## src/design/ipe_pkg.sv

```systemverilog
// Purpose: Constants and carrier types for the input port edge interrupt block.
// Assumes: APB slave with 32-bit data, one clock, synchronous reset.
// Notes: Register indices are word indices; the byte address is four times each.
package ipe_pkg;

  // Word indices of the registers.
  localparam logic [15:0] IPE_IDX_SEL_A = 16'hFF20;
  localparam logic [15:0] IPE_IDX_DATA_A = 16'hFF21;
  localparam logic [15:0] IPE_IDX_POL_A = 16'hFF22;
  localparam logic [15:0] IPE_IDX_SEL_B = 16'hFF24;
  localparam logic [15:0] IPE_IDX_DATA_B = 16'hFF25;
  localparam logic [15:0] IPE_IDX_POL_B = 16'hFF26;
  localparam logic [15:0] IPE_IDX_MASK_A = 16'hFFE4;
  localparam logic [15:0] IPE_IDX_MASK_B = 16'hFFE5;
  localparam logic [15:0] IPE_IDX_FLAG_A = 16'hFFF4;
  localparam logic [15:0] IPE_IDX_FLAG_B = 16'hFFF5;

  // Field positions.
  localparam int IPE_FLAG_POS = 0;
  localparam int IPE_MASK_POS = 0;
  localparam int IPE_GRP_B_LSB = 4;

  // Reset values.
  localparam logic [7:0] IPE_SEL_RST = 8'h00;
  localparam logic [7:0] IPE_POL_RST = 8'h00;
  localparam logic [1:0] IPE_MASK_RST = 2'h0;
  localparam logic [1:0] IPE_FLAG_RST = 2'h0;
  localparam logic [7:0] IPE_SYNC_RST = 8'h00;
  localparam logic [31:0] IPE_RDATA_RST = 32'h0000_0000;

  // APB request from the master.
  typedef struct packed {
    logic psel;
    logic penable;
    logic pwrite;
    logic [19:0] paddr;
    logic [31:0] pwdata;
    logic [3:0] pstrb;
  } ipe_apb_req_type;

  // APB answer to the master.
  typedef struct packed {
    logic [31:0] prdata;
    logic pready;
    logic pslverr;
  } ipe_apb_rsp_type;

  // Whole state of the block.
  typedef struct packed {
    logic [7:0] s1;
    logic [7:0] s2;
    logic [7:0] s3;
    logic [7:0] filt;
    logic [7:0] sel;
    logic [7:0] pol;
    logic [1:0] mask;
    logic [1:0] flag;
    logic [31:0] rdata;
    logic err;
  } ipe_state_type;

  localparam ipe_state_type IPE_STATE_RST = '{
    s1: IPE_SYNC_RST, s2: IPE_SYNC_RST, s3: IPE_SYNC_RST, filt: IPE_SYNC_RST,
    sel: IPE_SEL_RST, pol: IPE_POL_RST, mask: IPE_MASK_RST,
    flag: IPE_FLAG_RST, rdata: IPE_RDATA_RST, err: 1'b0};

endpackage

```

## src/design/ipe_input_port_edge_irq.sv

```systemverilog
// Purpose: Edge interrupt logic for two groups of four input pins, APB slave.
// Assumes: Pins are asynchronous to i_clock; APB master keeps the protocol.
// Notes: Zero wait state slave; read data is captured in the setup cycle.
//
// Design decision made here: register access over APB.
`timescale 1ns/1ps
module ipe_input_port_edge_irq (
  // Clock and reset.
  input wire logic i_clock,
  input wire logic i_srst,
  // APB slave.
  input wire ipe_pkg::ipe_apb_req_type i_apb,
  output ipe_pkg::ipe_apb_rsp_type o_apb,
  // Input pins.
  input wire logic [3:0] i_input_pins_group_a,
  input wire logic [3:0] i_input_pins_group_b,
  // Interrupt and timer clock.
  output logic o_irq,
  output logic o_timer_shared_clock_pin
);

  ipe_pkg::ipe_state_type q;
  ipe_pkg::ipe_state_type d;
  logic [7:0] agree;
  logic [7:0] chg;
  logic [7:0] trig;
  logic [1:0] grp;
  logic [1:0] clr;
  logic hit;
  logic mapped;
  logic wr;
  logic setup;
  logic [15:0] idx;
  logic [3:0] wnib;
  logic [31:0] rd;

  // Bus decode; bits above the index and below the word must be zero.
  assign idx = i_apb.paddr[17:2];
  assign hit = (i_apb.paddr[19:18] == 2'h0) && (i_apb.paddr[1:0] == 2'h0);
  assign setup = i_apb.psel && !i_apb.penable;
  assign wr = i_apb.psel && i_apb.penable && i_apb.pwrite && i_apb.pstrb[0];
  assign wnib = i_apb.pwdata[3:0];

  // Read mux; narrow registers sit in the low bits, upper bits read zero.
  always_comb begin
    rd = 32'h0000_0000;
    mapped = hit;
    case (idx)
      ipe_pkg::IPE_IDX_SEL_A: rd[3:0] = q.sel[3:0];
      ipe_pkg::IPE_IDX_SEL_B: rd[3:0] = q.sel[7:4];
      ipe_pkg::IPE_IDX_POL_A: rd[3:0] = q.pol[3:0];
      ipe_pkg::IPE_IDX_POL_B: rd[3:0] = q.pol[7:4];
      ipe_pkg::IPE_IDX_DATA_A: rd[3:0] = q.filt[3:0];
      ipe_pkg::IPE_IDX_DATA_B: rd[3:0] = q.filt[7:4];
      ipe_pkg::IPE_IDX_MASK_A: rd[ipe_pkg::IPE_MASK_POS] = q.mask[0];
      ipe_pkg::IPE_IDX_MASK_B: rd[ipe_pkg::IPE_MASK_POS] = q.mask[1];
      ipe_pkg::IPE_IDX_FLAG_A: rd[ipe_pkg::IPE_FLAG_POS] = q.flag[0];
      ipe_pkg::IPE_IDX_FLAG_B: rd[ipe_pkg::IPE_FLAG_POS] = q.flag[1];
      default: mapped = 1'b0;
    endcase
  end

  // Next state. A level counts only once the second and third stage agree,
  // which filters the metastable first stage and one-cycle glitches.
  always_comb begin
    d = q;
    clr = 2'h0;
    d.s1 = {i_input_pins_group_b, i_input_pins_group_a};
    d.s2 = q.s1;
    d.s3 = q.s2;
    agree = ~(q.s2 ^ q.s3);
    chg = agree & (q.s3 ^ q.filt);
    d.filt = (q.filt & ~agree) | (q.s3 & agree);
    // New level 1 is a rising edge, taken when polarity is 0, and vice versa.
    trig = q.sel & chg & (q.s3 ^ q.pol);
    grp = {|trig[ipe_pkg::IPE_GRP_B_LSB +: 4], |trig[3:0]};
    if (wr && hit) begin
      case (idx)
        ipe_pkg::IPE_IDX_SEL_A: d.sel[3:0] = wnib;
        ipe_pkg::IPE_IDX_SEL_B: d.sel[7:4] = wnib;
        ipe_pkg::IPE_IDX_POL_A: d.pol[3:0] = wnib;
        ipe_pkg::IPE_IDX_POL_B: d.pol[7:4] = wnib;
        ipe_pkg::IPE_IDX_MASK_A: d.mask[0] = wnib[ipe_pkg::IPE_MASK_POS];
        ipe_pkg::IPE_IDX_MASK_B: d.mask[1] = wnib[ipe_pkg::IPE_MASK_POS];
        ipe_pkg::IPE_IDX_FLAG_A: clr[0] = wnib[ipe_pkg::IPE_FLAG_POS];
        ipe_pkg::IPE_IDX_FLAG_B: clr[1] = wnib[ipe_pkg::IPE_FLAG_POS];
        default: d.err = q.err; // Data registers ignore writes.
      endcase
    end
    // Set wins over clear, so an edge in the clearing cycle is kept.
    d.flag = (q.flag & ~clr) | grp;
    // A refused read returns zero beside the error flag, never a register's contents.
    if (setup) begin
      d.rdata = mapped ? rd : ipe_pkg::IPE_RDATA_RST;
      d.err = !mapped;
    end
  end

  // State register with synchronous reset.
  always_ff @(posedge i_clock) begin
    if (i_srst) begin
      q <= ipe_pkg::IPE_STATE_RST;
    end else begin
      q <= d;
    end
  end

  // Outputs; the request stays up while any unmasked flag is set.
  assign o_irq = |(q.flag & q.mask);
  assign o_timer_shared_clock_pin = q.filt[7];
  assign o_apb = '{prdata: q.rdata, pready: 1'b1, pslverr: q.err};

  // Checks.
  property p_sel_rb;
    @(posedge i_clock) disable iff (i_srst)
    (wr && hit && idx == ipe_pkg::IPE_IDX_SEL_A) |=> (q.sel[3:0] == $past(wnib));
  endproperty
  a_sel_rb: assert property (p_sel_rb) else $error("select write lost");

  property p_unsel;
    @(posedge i_clock) disable iff (i_srst)
    (q.sel[3:0] == 4'h0 && !q.flag[0]) |=> !q.flag[0];
  endproperty
  a_unsel: assert property (p_unsel) else $error("unselected pin set flag");

  property p_rst;
    @(posedge i_clock)
    i_srst |=>
      (q.sel == 8'h00 && q.pol == 8'h00 && q.mask == 2'h0 && q.flag == 2'h0);
  endproperty
  a_rst: assert property (p_rst) else $error("reset values wrong");

  property p_fall;
    @(posedge i_clock) disable iff (i_srst)
    ($fell(q.filt[0]) && $past(q.sel[0] && q.pol[0])) |-> q.flag[0];
  endproperty
  a_fall: assert property (p_fall) else $error("falling edge missed");

  property p_rise;
    @(posedge i_clock) disable iff (i_srst)
    ($rose(q.filt[4]) && $past(q.sel[4] && !q.pol[4])) |-> q.flag[1];
  endproperty
  a_rise: assert property (p_rise) else $error("rising edge missed");

  property p_mask;
    @(posedge i_clock) disable iff (i_srst)
    (q.mask == 2'h0) |-> !o_irq;
  endproperty
  a_mask: assert property (p_mask) else $error("masked irq raised");

  property p_irq;
    @(posedge i_clock) disable iff (i_srst)
    (q.flag[0] && q.mask[0]) |-> o_irq;
  endproperty
  a_irq: assert property (p_irq) else $error("enabled irq missing");

  property p_w1c;
    @(posedge i_clock) disable iff (i_srst)
    (wr && hit && idx == ipe_pkg::IPE_IDX_FLAG_A && wnib[0] && !grp[0]) |=> !q.flag[0];
  endproperty
  a_w1c: assert property (p_w1c) else $error("flag not cleared");

  property p_iso;
    @(posedge i_clock) disable iff (i_srst)
    $rose(q.flag[1]) |-> $past(grp[1]);
  endproperty
  a_iso: assert property (p_iso) else $error("flag B set without B edge");

  property p_set;
    @(posedge i_clock) disable iff (i_srst)
    grp[0] |=> q.flag[0] [*1] ##0 (o_irq == q.mask[0] || q.flag[1]);
  endproperty
  a_set: assert property (p_set) else $error("edge lost or irq wrong");

  property p_rdata;
    @(posedge i_clock) disable iff (i_srst)
    (setup && hit && idx == ipe_pkg::IPE_IDX_DATA_B) |=>
      (o_apb.prdata[3:0] == $past(q.filt[7:4]));
  endproperty
  a_rdata: assert property (p_rdata) else $error("pin data read wrong");

  // Register write-back; select, polarity and mask take the low bits of the written word, pin data ignores writes.
  property p_sel_rb_b;
    @(posedge i_clock) disable iff (i_srst)
    (wr && hit && idx == ipe_pkg::IPE_IDX_SEL_B) |=> (q.sel[7:4] == $past(wnib));
  endproperty
  a_sel_rb_b: assert property (p_sel_rb_b) else $error("group B select write lost");

  property p_pol_rb_a;
    @(posedge i_clock) disable iff (i_srst)
    (wr && hit && idx == ipe_pkg::IPE_IDX_POL_A) |=> (q.pol[3:0] == $past(wnib));
  endproperty
  a_pol_rb_a: assert property (p_pol_rb_a) else $error("group A polarity write lost");

  property p_pol_rb_b;
    @(posedge i_clock) disable iff (i_srst)
    (wr && hit && idx == ipe_pkg::IPE_IDX_POL_B) |=> (q.pol[7:4] == $past(wnib));
  endproperty
  a_pol_rb_b: assert property (p_pol_rb_b) else $error("group B polarity write lost");

  property p_mask_wr_a;
    @(posedge i_clock) disable iff (i_srst)
    (wr && hit && idx == ipe_pkg::IPE_IDX_MASK_A) |=> (q.mask[0] == $past(wnib[0]));
  endproperty
  a_mask_wr_a: assert property (p_mask_wr_a) else $error("group A mask write lost");

  property p_mask_wr_b;
    @(posedge i_clock) disable iff (i_srst)
    (wr && hit && idx == ipe_pkg::IPE_IDX_MASK_B) |=> (q.mask[1] == $past(wnib[0]));
  endproperty
  a_mask_wr_b: assert property (p_mask_wr_b) else $error("group B mask write lost");

  property p_data_wr;
    @(posedge i_clock) disable iff (i_srst)
    (wr && hit && (idx == ipe_pkg::IPE_IDX_DATA_A || idx == ipe_pkg::IPE_IDX_DATA_B)) |=>
      ($stable(q.sel) && $stable(q.pol) && $stable(q.mask));
  endproperty
  a_data_wr: assert property (p_data_wr) else $error("pin data write had effect");

  // Read data; the word is captured at the setup edge and shown in the access cycle.
  property p_rd_sel_a;
    @(posedge i_clock) disable iff (i_srst)
    (setup && hit && idx == ipe_pkg::IPE_IDX_SEL_A) |=> (o_apb.prdata == {28'h0, $past(q.sel[3:0])});
  endproperty
  a_rd_sel_a: assert property (p_rd_sel_a) else $error("select read wrong");

  property p_rd_pol_b;
    @(posedge i_clock) disable iff (i_srst)
    (setup && hit && idx == ipe_pkg::IPE_IDX_POL_B) |=> (o_apb.prdata == {28'h0, $past(q.pol[7:4])});
  endproperty
  a_rd_pol_b: assert property (p_rd_pol_b) else $error("polarity read wrong");

  property p_rd_mask_a;
    @(posedge i_clock) disable iff (i_srst)
    (setup && hit && idx == ipe_pkg::IPE_IDX_MASK_A) |=> (o_apb.prdata == {31'h0, $past(q.mask[0])});
  endproperty
  a_rd_mask_a: assert property (p_rd_mask_a) else $error("mask read wrong");

  property p_rd_flag_b;
    @(posedge i_clock) disable iff (i_srst)
    (setup && hit && idx == ipe_pkg::IPE_IDX_FLAG_B) |=> (o_apb.prdata == {31'h0, $past(q.flag[1])});
  endproperty
  a_rd_flag_b: assert property (p_rd_flag_b) else $error("flag read wrong");

  property p_rd_data_a;
    @(posedge i_clock) disable iff (i_srst)
    (setup && hit && idx == ipe_pkg::IPE_IDX_DATA_A) |=> (o_apb.prdata[3:0] == $past(q.filt[3:0]));
  endproperty
  a_rd_data_a: assert property (p_rd_data_a) else $error("group A pin read wrong");

  property p_rd_refused;
    @(posedge i_clock) disable iff (i_srst)
    (setup && !mapped) |=> (o_apb.prdata == 32'h0000_0000 && o_apb.pslverr);
  endproperty
  a_rd_refused: assert property (p_rd_refused) else $error("refused access answered"); // Refused.

  // Select gating and edge polarity.
  property p_unsel_b;
    @(posedge i_clock) disable iff (i_srst)
    (q.sel[7:4] == 4'h0 && !q.flag[1]) |=> !q.flag[1];
  endproperty
  a_unsel_b: assert property (p_unsel_b) else $error("unselected B pin set flag");

  property p_rise_a;
    @(posedge i_clock) disable iff (i_srst)
    ($rose(q.filt[0]) && $past(q.sel[0] && !q.pol[0])) |-> q.flag[0];
  endproperty
  a_rise_a: assert property (p_rise_a) else $error("group A rising edge missed");

  property p_fall_b;
    @(posedge i_clock) disable iff (i_srst)
    ($fell(q.filt[4]) && $past(q.sel[4] && q.pol[4])) |-> q.flag[1];
  endproperty
  a_fall_b: assert property (p_fall_b) else $error("group B falling edge missed");

  property p_wrong_a;
    @(posedge i_clock) disable iff (i_srst)
    ($rose(q.filt[0]) && $past(q.sel[3:0] == 4'h1 && q.pol[0] && !q.flag[0])) |-> !q.flag[0];
  endproperty
  a_wrong_a: assert property (p_wrong_a) else $error("wrong edge set flag");

  // Flags are sticky, cleared by a written one, and an edge wins over the clear.
  property p_w1c_b;
    @(posedge i_clock) disable iff (i_srst)
    (wr && hit && idx == ipe_pkg::IPE_IDX_FLAG_B && wnib[0] && !grp[1]) |=> !q.flag[1];
  endproperty
  a_w1c_b: assert property (p_w1c_b) else $error("flag B not cleared");

  property p_w0_a;
    @(posedge i_clock) disable iff (i_srst)
    (wr && hit && idx == ipe_pkg::IPE_IDX_FLAG_A && !wnib[0] && q.flag[0]) |=> q.flag[0];
  endproperty
  a_w0_a: assert property (p_w0_a) else $error("writing zero cleared flag");

  property p_hold_a;
    @(posedge i_clock) disable iff (i_srst)
    (q.flag[0] && !clr[0]) |=> q.flag[0];
  endproperty
  a_hold_a: assert property (p_hold_a) else $error("flag A dropped by itself");

  property p_set_wins;
    @(posedge i_clock) disable iff (i_srst)
    (clr[1] && grp[1]) |=> q.flag[1];
  endproperty
  a_set_wins: assert property (p_set_wins) else $error("edge lost to clear");

  property p_set_masked;
    @(posedge i_clock) disable iff (i_srst)
    (grp[1] && !q.mask[1]) |=> q.flag[1];
  endproperty
  a_set_masked: assert property (p_set_masked) else $error("masked edge not flagged");

  property p_iso_a;
    @(posedge i_clock) disable iff (i_srst)
    $rose(q.flag[0]) |-> $past(grp[0]);
  endproperty
  a_iso_a: assert property (p_iso_a) else $error("flag A set without A edge");

  // Interrupt request level.
  property p_irq_b;
    @(posedge i_clock) disable iff (i_srst)
    (q.flag[1] && q.mask[1]) |-> o_irq;
  endproperty
  a_irq_b: assert property (p_irq_b) else $error("group B irq missing");

  property p_masked_b;
    @(posedge i_clock) disable iff (i_srst)
    (!q.mask[1] && !q.flag[0]) |-> !o_irq;
  endproperty
  a_masked_b: assert property (p_masked_b) else $error("masked B raised irq");

  property p_irq_stay;
    @(posedge i_clock) disable iff (i_srst)
    (o_irq && !(wr && hit)) |=> o_irq;
  endproperty
  a_irq_stay: assert property (p_irq_stay) else $error("irq dropped without service");

  // Outputs right after reset.
  property p_rst_out;
    @(posedge i_clock)
    i_srst |=> (!o_irq && !o_apb.pslverr && o_apb.prdata == 32'h0000_0000);
  endproperty
  a_rst_out: assert property (p_rst_out) else $error("outputs not cleared");

  // Synchroniser chain and agreement filter.
  property p_sync;
    @(posedge i_clock) disable iff (i_srst)
    1'b1 |=> (q.s2 == $past(q.s1) && q.s3 == $past(q.s2));
  endproperty
  a_sync: assert property (p_sync) else $error("synchroniser chain broken");

  property p_filt;
    @(posedge i_clock) disable iff (i_srst)
    (q.s2 == q.s3) |=> (q.filt == $past(q.s3));
  endproperty
  a_filt: assert property (p_filt) else $error("agreed level not taken");

  property p_glitch;
    @(posedge i_clock) disable iff (i_srst)
    (q.s2[0] != q.s3[0]) |=> (q.filt[0] == $past(q.filt[0]));
  endproperty
  a_glitch: assert property (p_glitch) else $error("unsettled level taken");

  property p_timer_pin;
    @(posedge i_clock) disable iff (i_srst)
    (q.s2[7] == q.s3[7]) |=> (o_timer_shared_clock_pin == $past(q.s3[7]));
  endproperty
  a_timer_pin: assert property (p_timer_pin) else $error("timer pin level wrong");

  property p_c_flag;
    @(posedge i_clock) disable iff (i_srst)
    grp[0] ##1 o_irq;
  endproperty
  c_flag: cover property (p_c_flag);

  property p_c_both;
    @(posedge i_clock) disable iff (i_srst)
    grp == 2'h3;
  endproperty
  c_both: cover property (p_c_both);

  property p_c_race;
    @(posedge i_clock) disable iff (i_srst)
    (clr[1] && grp[1]);
  endproperty
  c_race: cover property (p_c_race);

  property p_c_err;
    @(posedge i_clock) disable iff (i_srst)
    (setup && !mapped);
  endproperty
  c_err: cover property (p_c_err);

  property p_c_fall_b;
    @(posedge i_clock) disable iff (i_srst)
    ($fell(q.filt[4]) && q.sel[4]);
  endproperty
  c_fall_b: cover property (p_c_fall_b);

endmodule

```

## config.mk

```make
export PLATFORM = sky130hd
export DESIGN_NAME = ipe_input_port_edge_irq
export DESIGN_NICKNAME = d
export VERILOG_FILES = /design/src/design/ipe_pkg.sv /design/src/design/ipe_input_port_edge_irq.sv
export SDC_FILE = /design/constraint.sdc
export NUM_CORES = 1
export LEC_CHECK = 0
export BUFFER_PORTS_ARGS = -buffer_cell sky130_fd_sc_hd__buf_4
export CORE_AREA = 2 2 83 85
export DETAILED_ROUTE_END_ITERATION = 7
export DIE_AREA = 0 0 85 87
export PLACE_DENSITY = 0.81
export SLEW_MARGIN = 20
export SYNTH_ARGS = -nofsm -noshare
export SYNTH_HDL_FRONTEND = slang
export SYNTH_SLANG_ARGS = --single-unit
```

## constraint.sdc

```tcl
create_clock -name i_clock -period 2 [get_ports i_clock]
set_input_delay 0.2 -clock i_clock [delete_from_list [all_inputs] [get_ports i_clock]]
set_output_delay 0.2 -clock i_clock [all_outputs]
set_load 0.1 [all_outputs]
```

[Word-level counts from Yosys, hierarchy flattened]
Index checks and enable logic that the tools add are counted.
Word-level totals
  output and inout port bits: 36
  logic and storage cells: 65
  register bits after elaboration: 85
Operators by class
  equality and inequality tests: 10
  reduce and logical (&&, ||, !) cells: 20
  bitwise gates (word level): 15
  mux-type cells: 7
Operator list (number)
  equality test 16 bit, second input constant: 10
  bitwise AND 8 bit: 5
  XOR 8 bit: 3
  case mux 3 bit (6 select lines): 1
  NOT 8 bit: 2
  AND reduction 2 bit: 6
  case mux 1 bit (10 select lines): 1
  OR reduction 10 bit: 1
  OR 8 bit: 1
  OR reduction 4 bit: 2
  logical AND 1 bit: 6
  bitwise AND 2 bit: 2
  logical NOT 2 bit: 2
  2-to-1 mux 4 bit: 1
  2-to-1 mux 1 bit: 3
  logical NOT 1 bit: 2
  2-to-1 mux 2 bit: 1
  NOT 2 bit: 1
  OR 2 bit: 1
  OR reduction 2 bit: 1

[Logic depth before layout (Yosys ltp)]
Gate-level depths: netlist of the first run.
  depth after elaboration: 8
  depth in mapped cells: 7
  gate-level depth less buffers: 5

[Worst setup path after synthesis of the first run]
Ideal clock, no wire load.
  path type: input to register
  start: input port i_apb[42] (netlist name)
  end: register q[37] (netlist name)
  cell stages on the path: 7
  buffers on the path: 2
  path slack: 0.043 ns
  arrival: 1.830 ns
  cell sequence: or4b_1 -> buf_2 -> nor4b_4 -> and4b_1 -> buf_6 -> mux2i_1 -> nor2_1
Between the ends
  word-level cells in the longest chain between the ends: 2
Ends and longest elaborated chain
  start, declared: line ipe_input_port_edge_irq.sv:12  | input wire ipe_pkg::ipe_apb_req_type i_apb,
  equality test 16 bit: line ipe_input_port_edge_irq.sv:78  | case (idx)
  AND reduction 2 bit (no line)
  end signal, assigned: line ipe_input_port_edge_irq.sv:102  | q <= ipe_pkg::IPE_STATE_RST;
  end, declared: line ipe_input_port_edge_irq.sv:22  | ipe_pkg::ipe_state_type q;
No other way between the ends.
A chain may end at the register's enable or synchronous reset.

[Worst setup path after layout of the first run]
  start: input port i_apb[42] (netlist name)
  end: register q[48] (netlist name)
Same word-level chain as after synthesis.

==> summary.md, run 1 <==
| Metric | Value |
|---|---|
| Reg power frac | 0.440 |
| DR vias | 2286 |
| Commonest non-fill, non-tap cell in the layout | buf_4 |
| Inst Count DP | 426 |
| Die extent in y | 87 um |
| Netlist Area Pre-Place | 2790 sq um |
| Area contributors post-synth | dfxtp_1, buf_4, mux2i_1 |
| Total die area | 7400 sq um |
| Final Worst Setup Slack | 0.216 ns |
| Post-synth top area share | 0.409 |
| Clock Latency Late Sink | 0.33 ns |
| Worst min-delay path class | primary input to register |
| GRT overflow | 0 |
| Net Sw Power | 0.770 mW |
| Initial DRC count | 128 |
| Sw Ratio | 0.290 |
| Drt first pass iters | 4 |
| Initial antenna violation count | 0 |
| Placer Congestion | 0.880 |
| Arr. time, crit path | 1.98 ns |
| Pre-CTS WS | -0.119 ns |
| Post-route DRC | 0 |
| Num rows | 30 |
| First-pass GRT wire length | 9240 um |
| WL final | 5670 um |
| Final hold vios | 0 |
| Worst clock skew | 0.00825 ns |
| Maxcap violations | 0 |
| Outcome | finished clean |
| IO Port Bufs | 44 |
| Clock transition at path regs | 0.06 ns |
| Fin crit share | 0.892 |
| Clock Power Share | 0.409 |
| Tmin final | 1.78 ns |
| Setup Viol. Count Final | 0 |
| Width of the die | 85 um |
| P_leak | 1.40 nW |
| Initial Util | 0.424 |
| Worst-path fanout max | 7 |
| Root Driver | clkbuf_8 |
| Hold_buf cts | 0 |
| Vias per cell | 5.17 |
| Clock sink count | 57 |
| Combinational share of power | 0.150 |
| Cell count after synthesis | 305 |
| Startpoint Class | primary input |
| Routed len/inst | 12.8 um |
| Post-synth top area cell | dfxtp_1 |
| FMAX | 560 MHz |
| Yosys reg bits | 57 |
| Commonest non-fill, non-tap cells in the layout | buf_4, dfxtp_1, conb_1, nor2b_1, nor2_1 |
| Post-DP HPWL | 4130 um |
| Utilization after layout | 0.507 |
| Sequential share of the synthesized area | 0.409 |
| Share of cells above drive strength 1 | 0.235 |
| Number of global-route vias before repair | 2028 |
| Fin cells | 442 |
| CTS max path bufs | 2 |
| Largest net degree at the start of global routing | 50 |
| CP Data Required Time | 2.20 ns |
| Distinct cells, synth | 37 |
| Layout area overhead | 19.6% |
| H-Tree Depth | 3 |
| Unrepaired setup endpoints after global routing | false |
| WS Path Type | primary input to register |
| Power Internal | 1.89 mW |
| CTS Buf Count | 9 |
| Power Dens Cells | 797 nW/um^2 |
| Max VDD drop | 527 uV |
| Postcts setup bufs | 0 |
| CTS resizes | 0 |
| Synth Area per Inst | 9.14 sq um |
| Total core area | 6570 sq um |
| CP endpoint kind | register |
| Synth warnings | 0 |
| # IOs | 105 |
| GRT Util Overall | 0.158 |
| Routed Antenna Nets | 0 |
| Max-slew violations | 0 |
| Antenna diodes | 0 |
| CTS tree | built |
| Nets@finish | 426 |
| Hold WS | 0.0779 ns |
==> layout make-up <==
type | instances | area (sq um)
sequential | 57 | 1140
timing repair buffer | 59 | 443
tap | 80 | 100
multi-input combinational | 230 | 1440
fill | 598 | 3240
clock inverter | 4 | 51.3
clock buffer | 12 | 155
==> synthesized netlist by cell type <==
master,number
nor3b_1,2
a21oi_1,12
nor4_4,1
buf_6,1
a211oi_1,1
nor3_1,2
nor4b_4,1
and3_1,2
or4_1,1
o32a_1,1
conb_1,2
and4b_1,1
nand2_1,15
mux2_2,5
buf_1,2
buf_2,1
dfxtp_1,57
nand2b_1,3
nor2_1,26
nor2b_1,27
or3b_2,1
nor4bb_1,16
and4_1,2
nor4_1,3
or4b_1,1
and2b_2,1
a22oi_1,5
nand3_1,17
nor4b_1,2
buf_4,34
nand4_1,4
o21ai_0,21
a22o_1,4
mux2i_1,19
clkbuf_1,7
or4b_2,2
and2_1,3
==> final timing paths <==
kind / startpoint / endpoint / slack (ns) / cells after the start
worst max-delay path: i_apb[42] / q[48] / 0.22 / 7
worst max register to register: register / q[34] / 0.72 / 4
worst min-delay path: i_input_pins_group_a[1] / d[70] / 0.08 / 2
worst min register to register: d[72] / d[64] / 0.43 / 1
==> metal layers <==
metal  share of wire  vias to the layer above  global-route usage
met5               0                        -                   0
met2            0.45                       97               0.240
li1                -                     1131                   -
met1            0.44                     1043               0.197
met3           0.077                       15              0.0607
met4           0.026                        0              0.0794
==> logic make-up after synthesis <==
| group | count (synthesis) | synth area share |
|---|---|---|
| other cells | 2 | 0.00269 |
| simple gates | 133 | 0.298 |
| mux | 24 | 0.0884 |
| buf+inv | 45 | 0.110 |
| flops | 57 | 0.409 |
| compound gates | 44 | 0.0916 |
==> through the flow <==
stage / power, mW / TNS, ns / area [sq um]
after global placement: 1.59 / -0.394 / 3130
after detailed placement: 1.59 / -0.556 / 3130
after global routing: 2.75 / 0 / 3330
final: 2.66 / 0 / 3330
after floorplan: 1.55 / 0 / 2890
after CTS: 2.68 / 0 / 3330
==> worst max-delay path, cell delays in order <==
cell and delay [ns]:
buf_4 0.11, or4b_1 0.60, nor4b_4 0.35, buf_4 0.20
nand3_1 0.23, mux2i_1 0.22, nor2_1 0.06
==> power groups by stage <==
stage	logic, mW	clock network (mW)	registers (mW)
5_1_grt	0.417	1.17	1.17
3_5_place_dp	0.398	0	1.19
6_report	0.400	1.09	1.17
3_3_place_gp	0.395	0	1.19
4_1_cts	0.399	1.11	1.17
2_1_floorplan	0.357	0	1.19
Power figures use the tool's default switching activity.
==> run 2, diff against run 1 <==
RECOVER_POWER = 100   (was default)
==> run 2 against run 1 <==
Via count shrank 0.26%. Routed wire length is essentially flat. Worst hold slack lost 0.0013 ns. Critical path type unchanged. Largest cell class unchanged. Clock skew is essentially flat.
==> summary.md, run 2 (synthesis gave the netlist of run 1 again) <==
| Metric | Value |
|---|---|
| Layout area overhead | 17.9% |
| IO Port Bufs | 44 (unchanged) |
| Reg2reg end | q[34] |
| Nets@finish | 426 (unchanged) |
| Clock Latency Late Sink | 0.33 ns (about the same) |
| GRT Util Overall | 0.158 (unchanged) |
| Width of the die | 85 um (unchanged) |
| CTS resizes | 0 (unchanged) |
| Placer Congestion | 0.880 (unchanged) |
| DR vias | 2280 (-0.26%) |
| FMAX | 537 MHz (-4.2%) |
| Final hold vios | 0 (unchanged) |
| Routed Antenna Nets | 0 (unchanged) |
| Tmin final | 1.86 ns (+0.0777 ns) |
| Initial antenna violation count | 0 (unchanged) |
| Slew at the pin with the worst max-slew slack | 0.928 ns |
| Vias per cell | 5.16 (-0.26%) |
| Number of global-route vias before repair | 2028 (unchanged) |
| GRT overflow | 0 (unchanged) |
| Clock transition at path regs | 0.06 ns (about the same) |
| Hold WS | 0.0766 ns (-0.00133 ns) |
| Post-DP HPWL | 4130 um (unchanged) |
| Total core area | 6570 sq um (unchanged) |
| Pwr Total | 2.65 mW (about the same) |
| CTS Buf Count | 9 (unchanged) |
| Combinational share of power | 0.149 (about the same) |
| H-Tree Depth | 3 (unchanged) |
| R2R depth | 4 (unchanged) |
| Net Sw Power | 0.773 mW (+0.30%) |
| Initial DRC count | 99 (-23%) |
| Fillers | 609 (+1.8%) |
| Hold_buf cts | 0 (unchanged) |
| Clock Power Share | 0.411 (+0.002) |
| Routed len/inst | 12.8 um (about the same) |
| Max-slew violations | 0 (unchanged) |
| Reg power frac | 0.440 (about the same) |
| Reg2Reg Setup Slack | 0.70 ns (-0.02 ns) |
| Worst slew margin | 0.381 |
| Power Internal | 1.88 mW (-0.18%) |
| Post-route DRC | 0 (unchanged) |
| Die extent in y | 87 um (unchanged) |
| Worst clock skew | 0.00829 ns (+0.0000435 ns) |
| Maxcap violations | 0 (unchanged) |
| Hold endpoint | d[70] |
| Sw Ratio | 0.291 (+0.000984) |
| WS Path Type | primary input to register |
| CTS max path bufs | 2 (unchanged) |
| CP endpoint kind | register |
| Worst min-delay path class | primary input to register |
| First-pass GRT wire length | 9240 um (unchanged) |
| Total die area | 7400 sq um (unchanged) |
| CP Data Required Time | 2.17 ns (-0.03 ns) |
| Num rows | 30 (unchanged) |
| Postcts setup bufs | 0 (unchanged) |
| Initial Util | 0.424 (unchanged) |
| WL final | 5670 um (about the same) |
| Hold Path Depth | 2 (unchanged) |
| Setup Viol. Count Final | 0 (unchanged) |
| Commonest non-fill, non-tap cell in the layout | dfxtp_1 |
| Drt first pass iters | 4 (unchanged) |
| Commonest non-fill, non-tap cells in the layout | dfxtp_1, buf_4, conb_1, nor2b_1, nor2_1 |
| Startpoint Class | primary input |
| Arr. time, crit path | 2.04 ns (+0.06 ns) |
| Power Dens Cells | 808 nW/um^2 (+1.4%) |
| Antenna diodes | 0 (unchanged) |
| Share of cells above drive strength 1 | 0.224 (-0.0110) |
| Largest net degree at the start of global routing | 50 (unchanged) |
| Worst-path fanout max | 7 (unchanged) |
| Max VDD drop | 525 uV (-0.44%) |
| Clock sink count | 57 (unchanged) |
| Root Driver | clkbuf_8 |
| Hold Path Origin | i_input_pins_group_a[1] |
| CTS tree | built |
| # IOs | 105 (unchanged) |
| Fin crit share | 0.931 (+0.0389) |
| Unrepaired setup endpoints after global routing | false |
| Outcome | finished clean |
| P_leak | 1.36 nW (-2.6%) |
[run 2: cell count changes in the layout (fill, tap and decap cells not counted)]
| cell | previous run | this run |
|---|---|---|
| clkbuf_4 | 0 | 2 |
| clkbuf_2 | 0 | 9 |
| buf_4 | 59 | 44 |
| clkbuf_1 | 1 | 5 |
| nor4b_4 | 1 | 0 |
| nor4b_2 | 0 | 1 |
[run 2: final cells by class]
class	count	area (sq um)	share of cell area
sequential	57	1140	0.347
timing repair buffer	59	405	0.123
clock buffer	12	155	0.0472
multi-input combinational	230	1430	0.436
clock inverter	4	51.3	0.0156
tap	80	100	0.0305
[run 2: worst max-delay path by stage]
stage                          from    end  slack, ns  cells past startpoint
after detailed placement  i_apb[42]  q[48]      -0.12                      7
final                     i_apb[42]  q[48]       0.14                      7
after floorplan           i_apb[42]  q[37]       0.04                      7
after global placement    i_apb[42]  q[48]      -0.08                      7
after global routing      i_apb[42]  q[48]       0.07                      7
after CTS                 i_apb[42]  q[48]       0.24                      7
[run 2: per-stage QoR]
step	util	cells	TNS (ns)	instance area, sq um	setup WS (ns)
3_3_place_gp	0.476	426	-0.394	3130	-0.0846
3_5_place_dp	0.476	426	-0.556	3130	-0.119
4_1_cts	0.507	442	0	3330	0.238
6_report	0.500	442	0	3290	0.138
5_1_grt	0.500	442	0	3290	0.0730
2_1_floorplan	-	332	0	2890	0.0428
[run 2: power by group through the flow]
stage          clock [mW]  combinational, mW  sequential [mW]
5_1_grt              1.17              0.413             1.17
3_5_place_dp            0              0.398             1.19
4_1_cts              1.11              0.399             1.17
2_1_floorplan           0              0.357             1.19
6_report             1.09              0.396             1.17
3_3_place_gp            0              0.395             1.19
[run 2: critical path: stages]
cell and delay [ns]:
clkbuf_4 0.12, or4b_1 0.58, nor4b_2 0.41, buf_4 0.22
nand3_1 0.23, mux2i_1 0.22, nor2_1 0.07
[run 2: per-layer routing]
metal	global-route usage	up-vias	share of wire
li1	-	1134	-
met1	0.197	1040	0.46
met2	0.240	89	0.44
met3	0.0607	17	0.069
met4	0.0794	0	0.029
met5	0	-	0
